==> src/pkg/irq_pwr_consts.vh <==
// Constants for the interrupt priority and power control block.
// Assumes inclusion by bare name from the design files.
`ifndef IRQ_PWR_CONSTS_VH
`define IRQ_PWR_CONSTS_VH

// Special function register addresses
`define SFR_IRQ_ENABLE_PRIMARY   8'hA8
`define SFR_IRQ_ENABLE_SECONDARY 8'hA7
`define SFR_IRQ_PRIORITY_PRIMARY 8'hB8
`define SFR_IRQ_PRIORITY_SECOND  8'hB7
`define SFR_POWER_CONTROL        8'h87

// Writable bit masks, unused bits read zero
`define MASK_ENABLE_PRIMARY      8'hBF
`define MASK_ENABLE_SECONDARY    8'h12
`define MASK_PRIORITY_PRIMARY    8'h3F
`define MASK_PRIORITY_SECONDARY  8'h12

// Reset values
`define RST_ENABLE_PRIMARY       8'h00
`define RST_ENABLE_SECONDARY     8'h00
`define RST_PRIORITY_PRIMARY     8'h00
`define RST_PRIORITY_SECONDARY   8'h00
`define RST_POWER_CONTROL        8'h00

// Primary enable / priority field positions
`define BIT_GLOBAL_IRQ_EN        7
`define BIT_TMR2                 5
`define BIT_SERIAL1              4
`define BIT_TMR1                 3
`define BIT_EXT1                 2
`define BIT_TMR0                 1
`define BIT_EXT0                 0
// Secondary enable / priority field positions
`define BIT_SERIAL2              4
`define BIT_TWOWIRE              1

// Power control field positions
`define BIT_SERIAL1_BAUD_DOUBLE  7
`define BIT_SERIAL2_BAUD_DOUBLE  6
`define BIT_LOWVOLT_RST_DISABLE  5
`define BIT_ADC_IRQ_EN           4
`define BIT_SERIAL2_RX_CLK_SEL   3
`define BIT_SERIAL2_TX_CLK_SEL   2
`define BIT_POWERDOWN_REQ        1
`define BIT_IDLE_REQ             0

// Source index in poll order 0 (first) to 7 (last)
`define SRC_EXT0                 3'd0
`define SRC_SERIAL2              3'd1
`define SRC_TMR0                 3'd2
`define SRC_TWOWIRE              3'd3
`define SRC_EXT1                 3'd4
`define SRC_TMR1                 3'd5
`define SRC_SERIAL1              3'd6
`define SRC_TMR2                 3'd7
`define NUM_SRC                  8

// Vector addresses
`define VEC_EXT0                 16'h0003
`define VEC_TMR0                 16'h000B
`define VEC_EXT1                 16'h0013
`define VEC_TMR1                 16'h001B
`define VEC_SERIAL1              16'h0023
`define VEC_TMR2                 16'h002B
`define VEC_TWOWIRE              16'h0043
`define VEC_SERIAL2              16'h004B

// Timing, in core clocks; restart length in machine cycles
`define CLK_PER_MCYCLE           4'd12
`define SAMPLE_PHASE             4'd9
`define RESTART_MCYCLES          2'd3

`endif

==> src/hw/irq_poll_pick.v <==
// Fixed-order picker: lowest-index set request wins.
// Assumes requests already qualified by enable and level.
`timescale 1ns/1ps
`default_nettype none
`include "irq_pwr_consts.vh"

module irq_poll_pick (
    input  wire [7:0] req,
    output reg        hit,
    output reg  [2:0] idx
);

    integer i;

    always @* begin
        hit = 1'b0;
        idx = 3'h0;
        // Scan from last to first so the earliest set source wins
        for (i = `NUM_SRC - 1; i >= 0; i = i - 1) begin
            if (req[i]) begin
                hit = 1'b1;
                idx = i[2:0];
            end
        end
    end

endmodule // irq_poll_pick

`default_nettype wire

==> src/hw/irq_priority_and_power_ctrl.v <==
// Interrupt arbitration, in-progress tracking and power-saving control.
// Assumes the core sequencer supplies last-machine-cycle and
// instruction status, and pins are already synchronised upstream.
`timescale 1ns/1ps
`default_nettype none
`include "irq_pwr_consts.vh"

module irq_priority_and_power_ctrl (
    input  wire        clk,
    input  wire        nrst,
    // Special function register port
    input  wire [7:0]  sfr_addr,
    input  wire [7:0]  sfr_wdata,
    input  wire        sfr_wr,
    input  wire        sfr_rd,
    output reg  [7:0]  sfr_rdata,
    output wire        sfr_hit,
    // Core sequencer status
    input  wire        mcycle_last,
    input  wire        instr_done,
    input  wire        irq_return_instr,
    input  wire        sub_return_instr,
    input  wire        internal_rst,
    // Peripheral request flags, poll order
    input  wire [7:0]  irq_flags,
    // Call request to the sequencer
    output reg         long_call_instr,
    output reg  [15:0] call_vector,
    output reg  [2:0]  call_source,
    output wire        push_pc_only,
    output reg         pop_pc_two,
    // Power and peripheral controls
    output wire        cpu_halt,
    output wire        osc_stop,
    output wire        pwm_disable,
    output wire        twowire_disable,
    output wire        lowvolt_detect_en,
    output wire        lowvolt_reset_disable,
    output wire        adc_irq_en,
    output wire        serial1_baud_double,
    output wire        serial2_baud_double,
    output wire        serial2_rx_clk_sel,
    output wire        serial2_tx_clk_sel,
    output wire        cpu_run_en,
    output wire [1:0]  in_progress
);

    ////////////////////////////////////////////////////////////////////////
    // Decode helpers

    function [15:0] vec_of;
        input [2:0] src;
        begin
            case (src)
                `SRC_EXT0:    vec_of = `VEC_EXT0;
                `SRC_SERIAL2: vec_of = `VEC_SERIAL2;
                `SRC_TMR0:    vec_of = `VEC_TMR0;
                `SRC_TWOWIRE: vec_of = `VEC_TWOWIRE;
                `SRC_EXT1:    vec_of = `VEC_EXT1;
                `SRC_TMR1:    vec_of = `VEC_TMR1;
                `SRC_SERIAL1: vec_of = `VEC_SERIAL1;
                default:      vec_of = `VEC_TMR2;
            endcase
        end
    endfunction

    function is_irq_reg;
        input [7:0] a;
        begin
            is_irq_reg = (a == `SFR_IRQ_ENABLE_PRIMARY)
                       | (a == `SFR_IRQ_ENABLE_SECONDARY)
                       | (a == `SFR_IRQ_PRIORITY_PRIMARY)
                       | (a == `SFR_IRQ_PRIORITY_SECOND);
        end
    endfunction

    ////////////////////////////////////////////////////////////////////////
    // Registers

    reg [7:0] irq_enable_primary_q;
    reg [7:0] irq_enable_secondary_q;
    reg [7:0] irq_priority_primary_q;
    reg [7:0] irq_priority_secondary_q;
    reg [7:0] power_control_q;

    wire wr_ie  = sfr_wr & (sfr_addr == `SFR_IRQ_ENABLE_PRIMARY);
    wire wr_iea = sfr_wr & (sfr_addr == `SFR_IRQ_ENABLE_SECONDARY);
    wire wr_ip  = sfr_wr & (sfr_addr == `SFR_IRQ_PRIORITY_PRIMARY);
    wire wr_ipa = sfr_wr & (sfr_addr == `SFR_IRQ_PRIORITY_SECOND);
    wire wr_pc  = sfr_wr & (sfr_addr == `SFR_POWER_CONTROL);

    assign sfr_hit = is_irq_reg(sfr_addr)
                   | (sfr_addr == `SFR_POWER_CONTROL);

    reg idle_wake;

    always @(posedge clk) begin
        if (!nrst) begin
            irq_enable_primary_q     <= `RST_ENABLE_PRIMARY;
            irq_enable_secondary_q   <= `RST_ENABLE_SECONDARY;
            irq_priority_primary_q   <= `RST_PRIORITY_PRIMARY;
            irq_priority_secondary_q <= `RST_PRIORITY_SECONDARY;
            power_control_q          <= `RST_POWER_CONTROL;
        end else begin
            if (wr_ie)
                irq_enable_primary_q <= sfr_wdata & `MASK_ENABLE_PRIMARY;
            if (wr_iea)
                irq_enable_secondary_q <= sfr_wdata & `MASK_ENABLE_SECONDARY;
            if (wr_ip)
                irq_priority_primary_q <= sfr_wdata & `MASK_PRIORITY_PRIMARY;
            if (wr_ipa)
                irq_priority_secondary_q <=
                    sfr_wdata & `MASK_PRIORITY_SECONDARY;
            // Wake clear beats a same-cycle write so the wake is not lost
            if (wr_pc)
                power_control_q <= sfr_wdata;
            if (idle_wake)
                power_control_q[`BIT_IDLE_REQ] <= 1'b0;
        end
    end

    always @* begin
        case (sfr_addr)
            `SFR_IRQ_ENABLE_PRIMARY:   sfr_rdata = irq_enable_primary_q;
            `SFR_IRQ_ENABLE_SECONDARY: sfr_rdata = irq_enable_secondary_q;
            `SFR_IRQ_PRIORITY_PRIMARY: sfr_rdata = irq_priority_primary_q;
            `SFR_IRQ_PRIORITY_SECOND:  sfr_rdata = irq_priority_secondary_q;
            `SFR_POWER_CONTROL:        sfr_rdata = power_control_q;
            default:                   sfr_rdata = 8'h00;
        endcase
    end

    ////////////////////////////////////////////////////////////////////////
    // Machine cycle phase

    reg [3:0] phase_q;
    wire      sample_en = (phase_q == `SAMPLE_PHASE);
    wire      mcyc_end  = (phase_q == `CLK_PER_MCYCLE - 4'd1);

    always @(posedge clk) begin
        // Parked while the oscillator is stopped in power-down
        if (!nrst || power_control_q[`BIT_POWERDOWN_REQ])
            phase_q <= 4'h0;
        else if (mcyc_end)
            phase_q <= 4'h0;
        else
            phase_q <= phase_q + 4'd1;
    end

    ////////////////////////////////////////////////////////////////////////
    // Per-source enable and level in poll order

    wire [7:0] src_en = {
        irq_enable_primary_q[`BIT_TMR2],
        irq_enable_primary_q[`BIT_SERIAL1],
        irq_enable_primary_q[`BIT_TMR1],
        irq_enable_primary_q[`BIT_EXT1],
        irq_enable_secondary_q[`BIT_TWOWIRE],
        irq_enable_primary_q[`BIT_TMR0],
        irq_enable_secondary_q[`BIT_SERIAL2],
        irq_enable_primary_q[`BIT_EXT0]};

    wire [7:0] src_hi = {
        irq_priority_primary_q[`BIT_TMR2],
        irq_priority_primary_q[`BIT_SERIAL1],
        irq_priority_primary_q[`BIT_TMR1],
        irq_priority_primary_q[`BIT_EXT1],
        irq_priority_secondary_q[`BIT_TWOWIRE],
        irq_priority_primary_q[`BIT_TMR0],
        irq_priority_secondary_q[`BIT_SERIAL2],
        irq_priority_primary_q[`BIT_EXT0]};

    ////////////////////////////////////////////////////////////////////////
    // Sample and poll

    reg [7:0] sampled_q;
    wire      global_en = irq_enable_primary_q[`BIT_GLOBAL_IRQ_EN];

    // Resampled once per machine cycle at SAMPLE_PHASE; nothing carries a missed request over
    always @(posedge clk) begin
        if (!nrst)
            sampled_q <= 8'h00;
        else if (sample_en)
            sampled_q <= irq_flags;
    end

    wire [7:0] live     = sampled_q & src_en & {8{global_en}};
    wire [7:0] live_hi  = live & src_hi;
    wire [7:0] live_lo  = live & ~src_hi;

    wire       hit_hi;
    wire       hit_lo;
    wire [2:0] idx_hi;
    wire [2:0] idx_lo;

    irq_poll_pick u_pick_hi (
        .req (live_hi),
        .hit (hit_hi),
        .idx (idx_hi)
    );

    irq_poll_pick u_pick_lo (
        .req (live_lo),
        .hit (hit_lo),
        .idx (idx_lo)
    );

    // Return needs no level memory: a high handler is always the newest
    reg  [1:0] in_prog_q;   // [0] low level, [1] high level

    // High beats low; low only when no handler runs at all
    wire take_hi = hit_hi & ~in_prog_q[1];
    wire take_lo = hit_lo & ~hit_hi & ~in_prog_q[1]
                 & ~in_prog_q[0];

    // Enable or priority register access in the current instruction blocks the call; power control access does not
    reg  irq_access_q;
    wire blocked = ~(mcycle_last & instr_done)
                 | irq_return_instr
                 | irq_access_q | (sfr_rd | sfr_wr) & is_irq_reg(sfr_addr);

    always @(posedge clk) begin
        if (!nrst || instr_done)
            irq_access_q <= 1'b0;
        else if ((sfr_rd | sfr_wr) & is_irq_reg(sfr_addr))
            irq_access_q <= 1'b1;
    end

    // In idle the sequencer is stopped, so the instruction gate is waived
    wire idle_on   = power_control_q[`BIT_IDLE_REQ];
    wire pd_on     = power_control_q[`BIT_POWERDOWN_REQ];
    wire poll_go   = mcyc_end & (idle_on ? 1'b1 : ~blocked)
                   & ~pd_on;
    wire grant     = poll_go & (take_hi | take_lo);

    always @* idle_wake = grant & idle_on;

    ////////////////////////////////////////////////////////////////////////
    // Call, return and in-progress state

    always @(posedge clk) begin
        if (!nrst) begin
            in_prog_q       <= 2'b00;
            long_call_instr <= 1'b0;
            call_vector     <= 16'h0000;
            call_source     <= 3'h0;
            pop_pc_two      <= 1'b0;
        end else begin
            long_call_instr <= grant;
            pop_pc_two      <= irq_return_instr & instr_done;
            if (grant) begin
                call_source <= take_hi ? idx_hi : idx_lo;
                call_vector <= vec_of(take_hi ? idx_hi : idx_lo);
                in_prog_q[take_hi] <= 1'b1;
            end
            // Most recent level retires first; plain return does nothing
            if (irq_return_instr & instr_done & ~grant) begin
                if (in_prog_q[1])
                    in_prog_q[1] <= 1'b0;
                else
                    in_prog_q[0] <= 1'b0;
            end
        end
    end

    assign push_pc_only = long_call_instr;
    assign in_progress  = in_prog_q;

    ////////////////////////////////////////////////////////////////////////
    // Restart delay after an internal reset

    reg [1:0] restart_q;
    reg       restart_wait_q;

    always @(posedge clk) begin
        if (!nrst) begin
            restart_q      <= 2'd0;
            restart_wait_q <= 1'b0;
        end else if (internal_rst) begin
            restart_q      <= 2'd0;
            restart_wait_q <= 1'b1;
        end else if (restart_wait_q && mcyc_end) begin
            if (restart_q == `RESTART_MCYCLES - 2'd1)
                restart_wait_q <= 1'b0;
            else
                restart_q <= restart_q + 2'd1;
        end
    end

    ////////////////////////////////////////////////////////////////////////
    // Power and peripheral controls

    // Halt takes effect on the clock that writes the request bit, not gated by instruction completion
    // Idle keeps the clock; only power-down stops the oscillator
    assign cpu_halt  = idle_on | pd_on;
    assign osc_stop  = pd_on;
    assign pwm_disable     = pd_on;
    assign twowire_disable = pd_on;
    // Reset of a stopped part still passes; detector never gated
    assign lowvolt_detect_en     = 1'b1;
    assign lowvolt_reset_disable =
        power_control_q[`BIT_LOWVOLT_RST_DISABLE];
    assign adc_irq_en          = power_control_q[`BIT_ADC_IRQ_EN];
    assign serial1_baud_double = power_control_q[`BIT_SERIAL1_BAUD_DOUBLE];
    assign serial2_baud_double = power_control_q[`BIT_SERIAL2_BAUD_DOUBLE];
    assign serial2_rx_clk_sel  =
        power_control_q[`BIT_SERIAL2_RX_CLK_SEL];
    assign serial2_tx_clk_sel  =
        power_control_q[`BIT_SERIAL2_TX_CLK_SEL];
    // External reset width is the far side's duty; nrst is trusted
    assign cpu_run_en = ~cpu_halt & ~restart_wait_q;

endmodule // irq_priority_and_power_ctrl

`default_nettype wire

==> config.mk <==
export PLATFORM = sky130hd
export DESIGN_NAME = irq_priority_and_power_ctrl
export DESIGN_NICKNAME = d
export VERILOG_FILES = /design/src/hw/irq_poll_pick.v /design/src/hw/irq_priority_and_power_ctrl.v
export VERILOG_INCLUDE_DIRS = /design/src /design/src/pkg
export SDC_FILE = /design/constraint.sdc
export NUM_CORES = 1
export LEC_CHECK = 0
export BUFFER_PORTS_ARGS = -buffer_cell sky130_fd_sc_hd__clkbuf_2
export CAP_MARGIN = 20
export CORE_MARGIN = 2
export CORE_UTILIZATION = 55
export DETAILED_ROUTE_END_ITERATION = 8
export GPL_TIMING_DRIVEN = 0
export MAX_ROUTING_LAYER = met4
export PLACE_DENSITY = 0.88
export SLEW_MARGIN = 20
export SYNTH_ARGS = -nofsm -noshare
export SYNTH_HDL_FRONTEND = slang
export SYNTH_HIERARCHICAL = 1
export SYNTH_SLANG_ARGS = --single-unit
==> constraint.sdc <==
create_clock -name clk -period 3.63 [get_ports clk]
set_input_delay 0.726 -clock clk [delete_from_list [all_inputs] [get_ports clk]]
set_output_delay 0.726 -clock clk [all_outputs]
set_load 0.1 [all_outputs]
* Word level (Yosys, flattened, before mapping)
Index checks and enable logic that the tools add are counted.
** Storage, ports and cells
- Input port bits :: 33
- Flip-flop bits (word level) :: 64
- Logic and storage cells :: 137
- Output and inout bits :: 45
** Operators by class
- Multiplexer cells :: 45
- Order comparisons :: 2
- Reductions and logical operators :: 13
- Bitwise logic cells :: 45
- Eq/ne operators :: 14
- Add/subtract/negate cells :: 2
** Operators with widths (count)
- 2-to-1 mux 3 bit :: 17
- case mux 7 bit (7 select lines) :: 1
- == test 8 bit (second input constant) :: 5
- case mux 8 bit (5 select lines) :: 1
- bitwise AND 8 bit :: 4
- 2-to-1 mux 1 bit :: 23
- bitwise AND 1 bit :: 18
- inverter 1 bit :: 11
- bitwise OR 1 bit :: 10
- == test 3 bit (second input constant) :: 3
- == test 4 bit (second input constant) :: 2
- inverter 8 bit :: 1
- == test 3 x 2 -> 1 bit (second input constant) :: 2
- OR reduction 2 bit :: 3
- adder 4 x 1 -> 4 bit (second input constant) :: 1
- 2-to-1 mux 2 bit :: 2
- AND reduction 2 bit :: 2
- nonzero test 2 bit :: 2
- == test 3 x 1 -> 1 bit (second input constant) :: 1
- logical NOT 3 bit :: 1
- adder 2 x 1 -> 2 bit (second input constant) :: 1
- == test 2 bit (second input constant) :: 1
- logical AND 1 bit :: 2
- logical OR 1 bit :: 2
- 5 further kinds :: 5

* Logic depth before layout (Yosys ltp)
- Depth in word-level cells :: 20
- Gate-level depth with buffers :: 10
- Gate-level depth less buffers :: 9

* Cells and area by module
The synthesis kept the hierarchy.
** Modules (own cells, without submodules)
- irq_priority_and_power_ctrl :: area each 2668.8 µm², cells an instance 315, sequential area each 1061.0 µm², times used 1
- irq_poll_pick :: area each 80.1 µm², cells an instance 13, sequential area each 0.0 µm², times used 2

* Least setup slack after synthesis
OpenSTA, ideal clock, no wires.
- Kind :: input port to output port
- Start point :: in sfr_addr[1]
- End point :: out sfr_rdata[1]
- Required time :: 2.904 ns
- Cell stages on the path :: 5
- Path buffers :: 1
- Slack :: -0.249 ns
- Data arrival time :: 3.153 ns
- Cells stage by stage :: or4b_4 -> buf_6 -> nor2_1 -> a32oi_1 -> o221ai_1
** On the way
- Word-level cells in the longest chain between the ends :: 2
- Elaborated cells on any way between the ends :: 6
- Those cells by class :: 5 x eq/ne; 1 x mux
** Ends and longest elaborated chain
- start, declared :: line irq_priority_and_power_ctrl.v:12 : input wire [7:0] sfr_addr,
- == test 8 bit :: line irq_priority_and_power_ctrl.v:123 : case (sfr_addr)
- case mux 8 bit (5 select lines) * :: line irq_priority_and_power_ctrl.v:123
- end, declared :: line irq_priority_and_power_ctrl.v:16 : output reg [7:0] sfr_rdata,
Every way passes the cells marked *; elsewhere a longest branch is shown, timed or not.

* Worst setup path in the final report
- Start point :: in sfr_addr[1]
- End point :: out sfr_rdata[5]
The elaborated chain is that of the path after synthesis.

==> flow_summary.yaml <==
outcome:
  outcome: "completed"
clock_tree:
  cts-root-buf: "clkbuf_8"
  clk_path_buf_depth: 2
  clkSlewWorstSetupHoldPaths_ns: 0.08
  cts_buffers: 5
  clk_latency_ns: 0.32
  postCtsSetupRepairBufs: 0
  hold_buffers: 0
  htreeDepth: 2
  cts_resized: 1
  cts_tree: "done"
  clkSinkCount: 53
worst_setup_path:
  path_depth: 7
  regToRegSetupSlack_ns: 1.00
  path_cells: "clkbuf_2 > or4b_4 > buf_6 > nor3_1 > a22oi_1 > nand2_1 > clkbuf_2"
  crit_path_end_kind: "output port"
  timing.critical_path.mode_cell: "clkbuf_2"
  crit_type: "input pin to output port"
  crit_arrival_ns: 2.82
  reg2regPathDepth: 9
  crit_required_ns: 2.90
  cp_slowest_cell: "nor3_1"
  path_max_fanout: 7
  r2r_end: "call_vector[6]$_SDFFE_PN0N_"
  critPathBufInv: 3
  crit_family: "simple AND/OR/NAND/NOR gates"
  critPathMaxStageDelay_ns: 0.54
  start_kind: "input pin"
  r2r-start: "irq_enable_primary_q[7]$_SDFFE_PN0P_"
synth:
  synth_xor_area_share_pct: 1.238
  synthAdderAreaFrac_pct: 1.327
  yosys-mux-area-fraction_pct: 12.87
  synth-simple-area-share_pct: 26.98
  ys_types: 52
  synth_common_cells: "nor2_1 (60), dfxtp_1 (53), mux2i_1 (33), nand2_1 (33), inv_1 (20)"
  synth_area_leader_cell: "dfxtp_1"
  synth-compound-area-share_pct: 10.70
  yosysWarnings: 6
  synth_area_leaders: "dfxtp_1 (38%), mux2i_1 (12%), nor2_1 (8.0%)"
  synth_edf_count: 0
  synth_seq_cells: 53
  mappedNetlistArea_sq_um: 2829
  synthCells: 341
  seq_area_frac_synth_pct: 37.51
  synth_top_family_by_area: "simple AND/OR/NAND/NOR gates"
  async_reset_ff_share_pct: 0
  postSynthAreaPerCell_sq_um: 8.296
  synthFlopType: "dfxtp_1"
  synth_top_area_share_pct: 37.51
  synth.most_common_cell: "nor2_1"
sta:
  report.final.slew_viol_count: 0
  timing.fmax_mhz: 281.8
  min_period_ns: 3.548
  post-route-period-util_pct: 97.75
  setup_tns_ns: 0
  rsz0062_at_grt: "false"
  max_slew_margin_pct: 56.79
  holdWs_ns: 0.4665
  tightest_slew_ns: 0.6432
  clock_skew_ns: 0.01159
  hold_viol_final: 0
  setup_violations: 0
grt:
  grt_start_max_net_pins: 16
  grt_pass1_vias: 2289
  antenna_found_initial: 0
  grt-ovfl-total: 0
  grt_usage_pct: 25.10
  grt_pass1_wl_um: 10540
detailed_routing:
  route.vias.total: 2594
  drt-initial-drc-count: 196
  dr.pass1.iters: 7
  drc: 0
  drt-vias-per-instance: 5.272
  wire_per_inst_um: 13.78
  ant_nets: 0
  finalWirelength_um: 6778
floorplanning:
  die_h_um: 75.72
  die_area_sq_um: 5734
  core_area_sq_um: 5042
  die_w_um: 75.72
  io_pins: 78
  start_util_pct: 56.10
  num_rows: 26
final_layout:
  nNetsFinal: 457
  num_antenna_cells: 0
  layout-drive-gt1-share_pct: 25.83
  fillers: 399
  syn_to_final_growth_pct: 20.35
min_path:
  hold_start: "power_control_q[6]$_SDFFE_PN0P_"
  min_delay_path_depth: 2
  hold_class: "flop to flop"
  min_to: "power_control_q[6]$_SDFFE_PN0P_"
power:
  p_total_w: 0.001143
  ir_drop_uv: 185.5
  power_density_nw_per_um2: 335.8
  power.leakage_nw: 1.560
run:
  maxCapViolations: 0
placed_design:
  dpl.hpwl_um: 5211
  place.gp.congestion: 0.9556
  io_buffers: 64
[metal layers]
layer  part of all wire, %  track usage (%)  vias up
li1                      -                -     1302
met1                    46            31.00     1178
met5                     0                -        -
met3                   6.5            4.894       12
met2                    47            42.42      102
met4                   1.1            5.848        0
[worst max-delay path by stage]
| stage | slack [ns] | to | from |
|---|---|---|---|
| after global routing | 0.007 | sfr_rdata[0] | sfr_addr[1] |
| after floorplan | 0.19 | cpu_run_en | power_control_q[1]$_SDFFE_PN0P_ |
| after CTS | 0.11 | sfr_rdata[5] | sfr_addr[1] |
| after detailed placement | 0.04 | sfr_rdata[4] | sfr_addr[1] |
| after global placement | 0.08 | sfr_rdata[4] | sfr_addr[1] |
| final | 0.08 | sfr_rdata[5] | sfr_addr[1] |
[cells by family (layout without fill, tap and decap cells)]
| group | count (synthesis) | in the layout |
|---|---|---|
| xor+xnor | 4 | 4 |
| flops | 53 | 53 |
| mux | 36 | 36 |
| simple gates | 153 | 153 |
| buf+inv | 49 | 121 |
| fa+ha+maj | 3 | 3 |
| other cells | 2 | 11 |
| compound gates | 41 | 41 |
[state kept, by name, indices dropped and copies added (netlist names)]
signal and flops:
call_source 3, long_call_instr 1, call_vector 5, irq_enable_secondary_q 2, phase_q 4, power_control_q 8
sampled_q 8, irq_priority_primary_q 6, restart_q 2, in_progress 2, irq_enable_primary_q 7, irq_priority_secondary_q 2
restart_wait_q 1, pop_pc_two 1, irq_access_q 1
[report_power, final]
| part | internal (W) | leakage [nW] | switching, W | total [W] |
|---|---|---|---|---|
| combinational | 0.0000335 | 1.07 | 0.000101 | 0.000135 |
| clock | 0.000225 | 0.0585 | 0.000194 | 0.000419 |
| sequential | 0.000586 | 0.428 | 0.00000379 | 0.000589 |
| total | 0.000844 | 1.56 | 0.000299 | 0.00114 |
[through the flow]
step | worst slack, ns | instances | utilization (%) | area, sq um
floorplan | 0.1932 | 350 | - | 2875
global placement | 0.08492 | 484 | 65.11 | 3283
detailed placement | 0.03638 | 484 | 65.11 | 3283
CTS | 0.1072 | 492 | 67.52 | 3405
global route | 0.007132 | 492 | 67.52 | 3405
finish | 0.08152 | 492 | 67.52 | 3405
[cell usage in the layout (no fill, tap or decap), types with 6 or more instances in the layout]
cell,count
nor2_1,60
clkbuf_2,64
nand2_1,33
clkbuf_8,6
conb_1,11
inv_1,20
dfxtp_1,53
clkbuf_1,11
a21oi_1,13
mux2i_1,33
buf_4,15
nand3_1,19
[tightest hold or removal path, stage by stage, from the launching register on]
cell and delay (ns):
dfxtp_1 0.32, nand2_1 0.05, a21oi_1 0.05
[area by class of cell]
cell class | instances | area, sq um | share of cell area (%)
multi-input combinational | 248 | 1562 | 45.87
sequential | 53 | 1061 | 31.17
timing repair buffer | 64 | 320.3 | 9.408
buffer | 29 | 182.7 | 5.366
tap | 70 | 87.58 | 2.573
clock buffer | 7 | 86.33 | 2.536
inverter | 20 | 75.07 | 2.205
clock inverter | 1 | 30.03 | 0.8820
No activity file was read; power rests on OpenSTA's default activity.
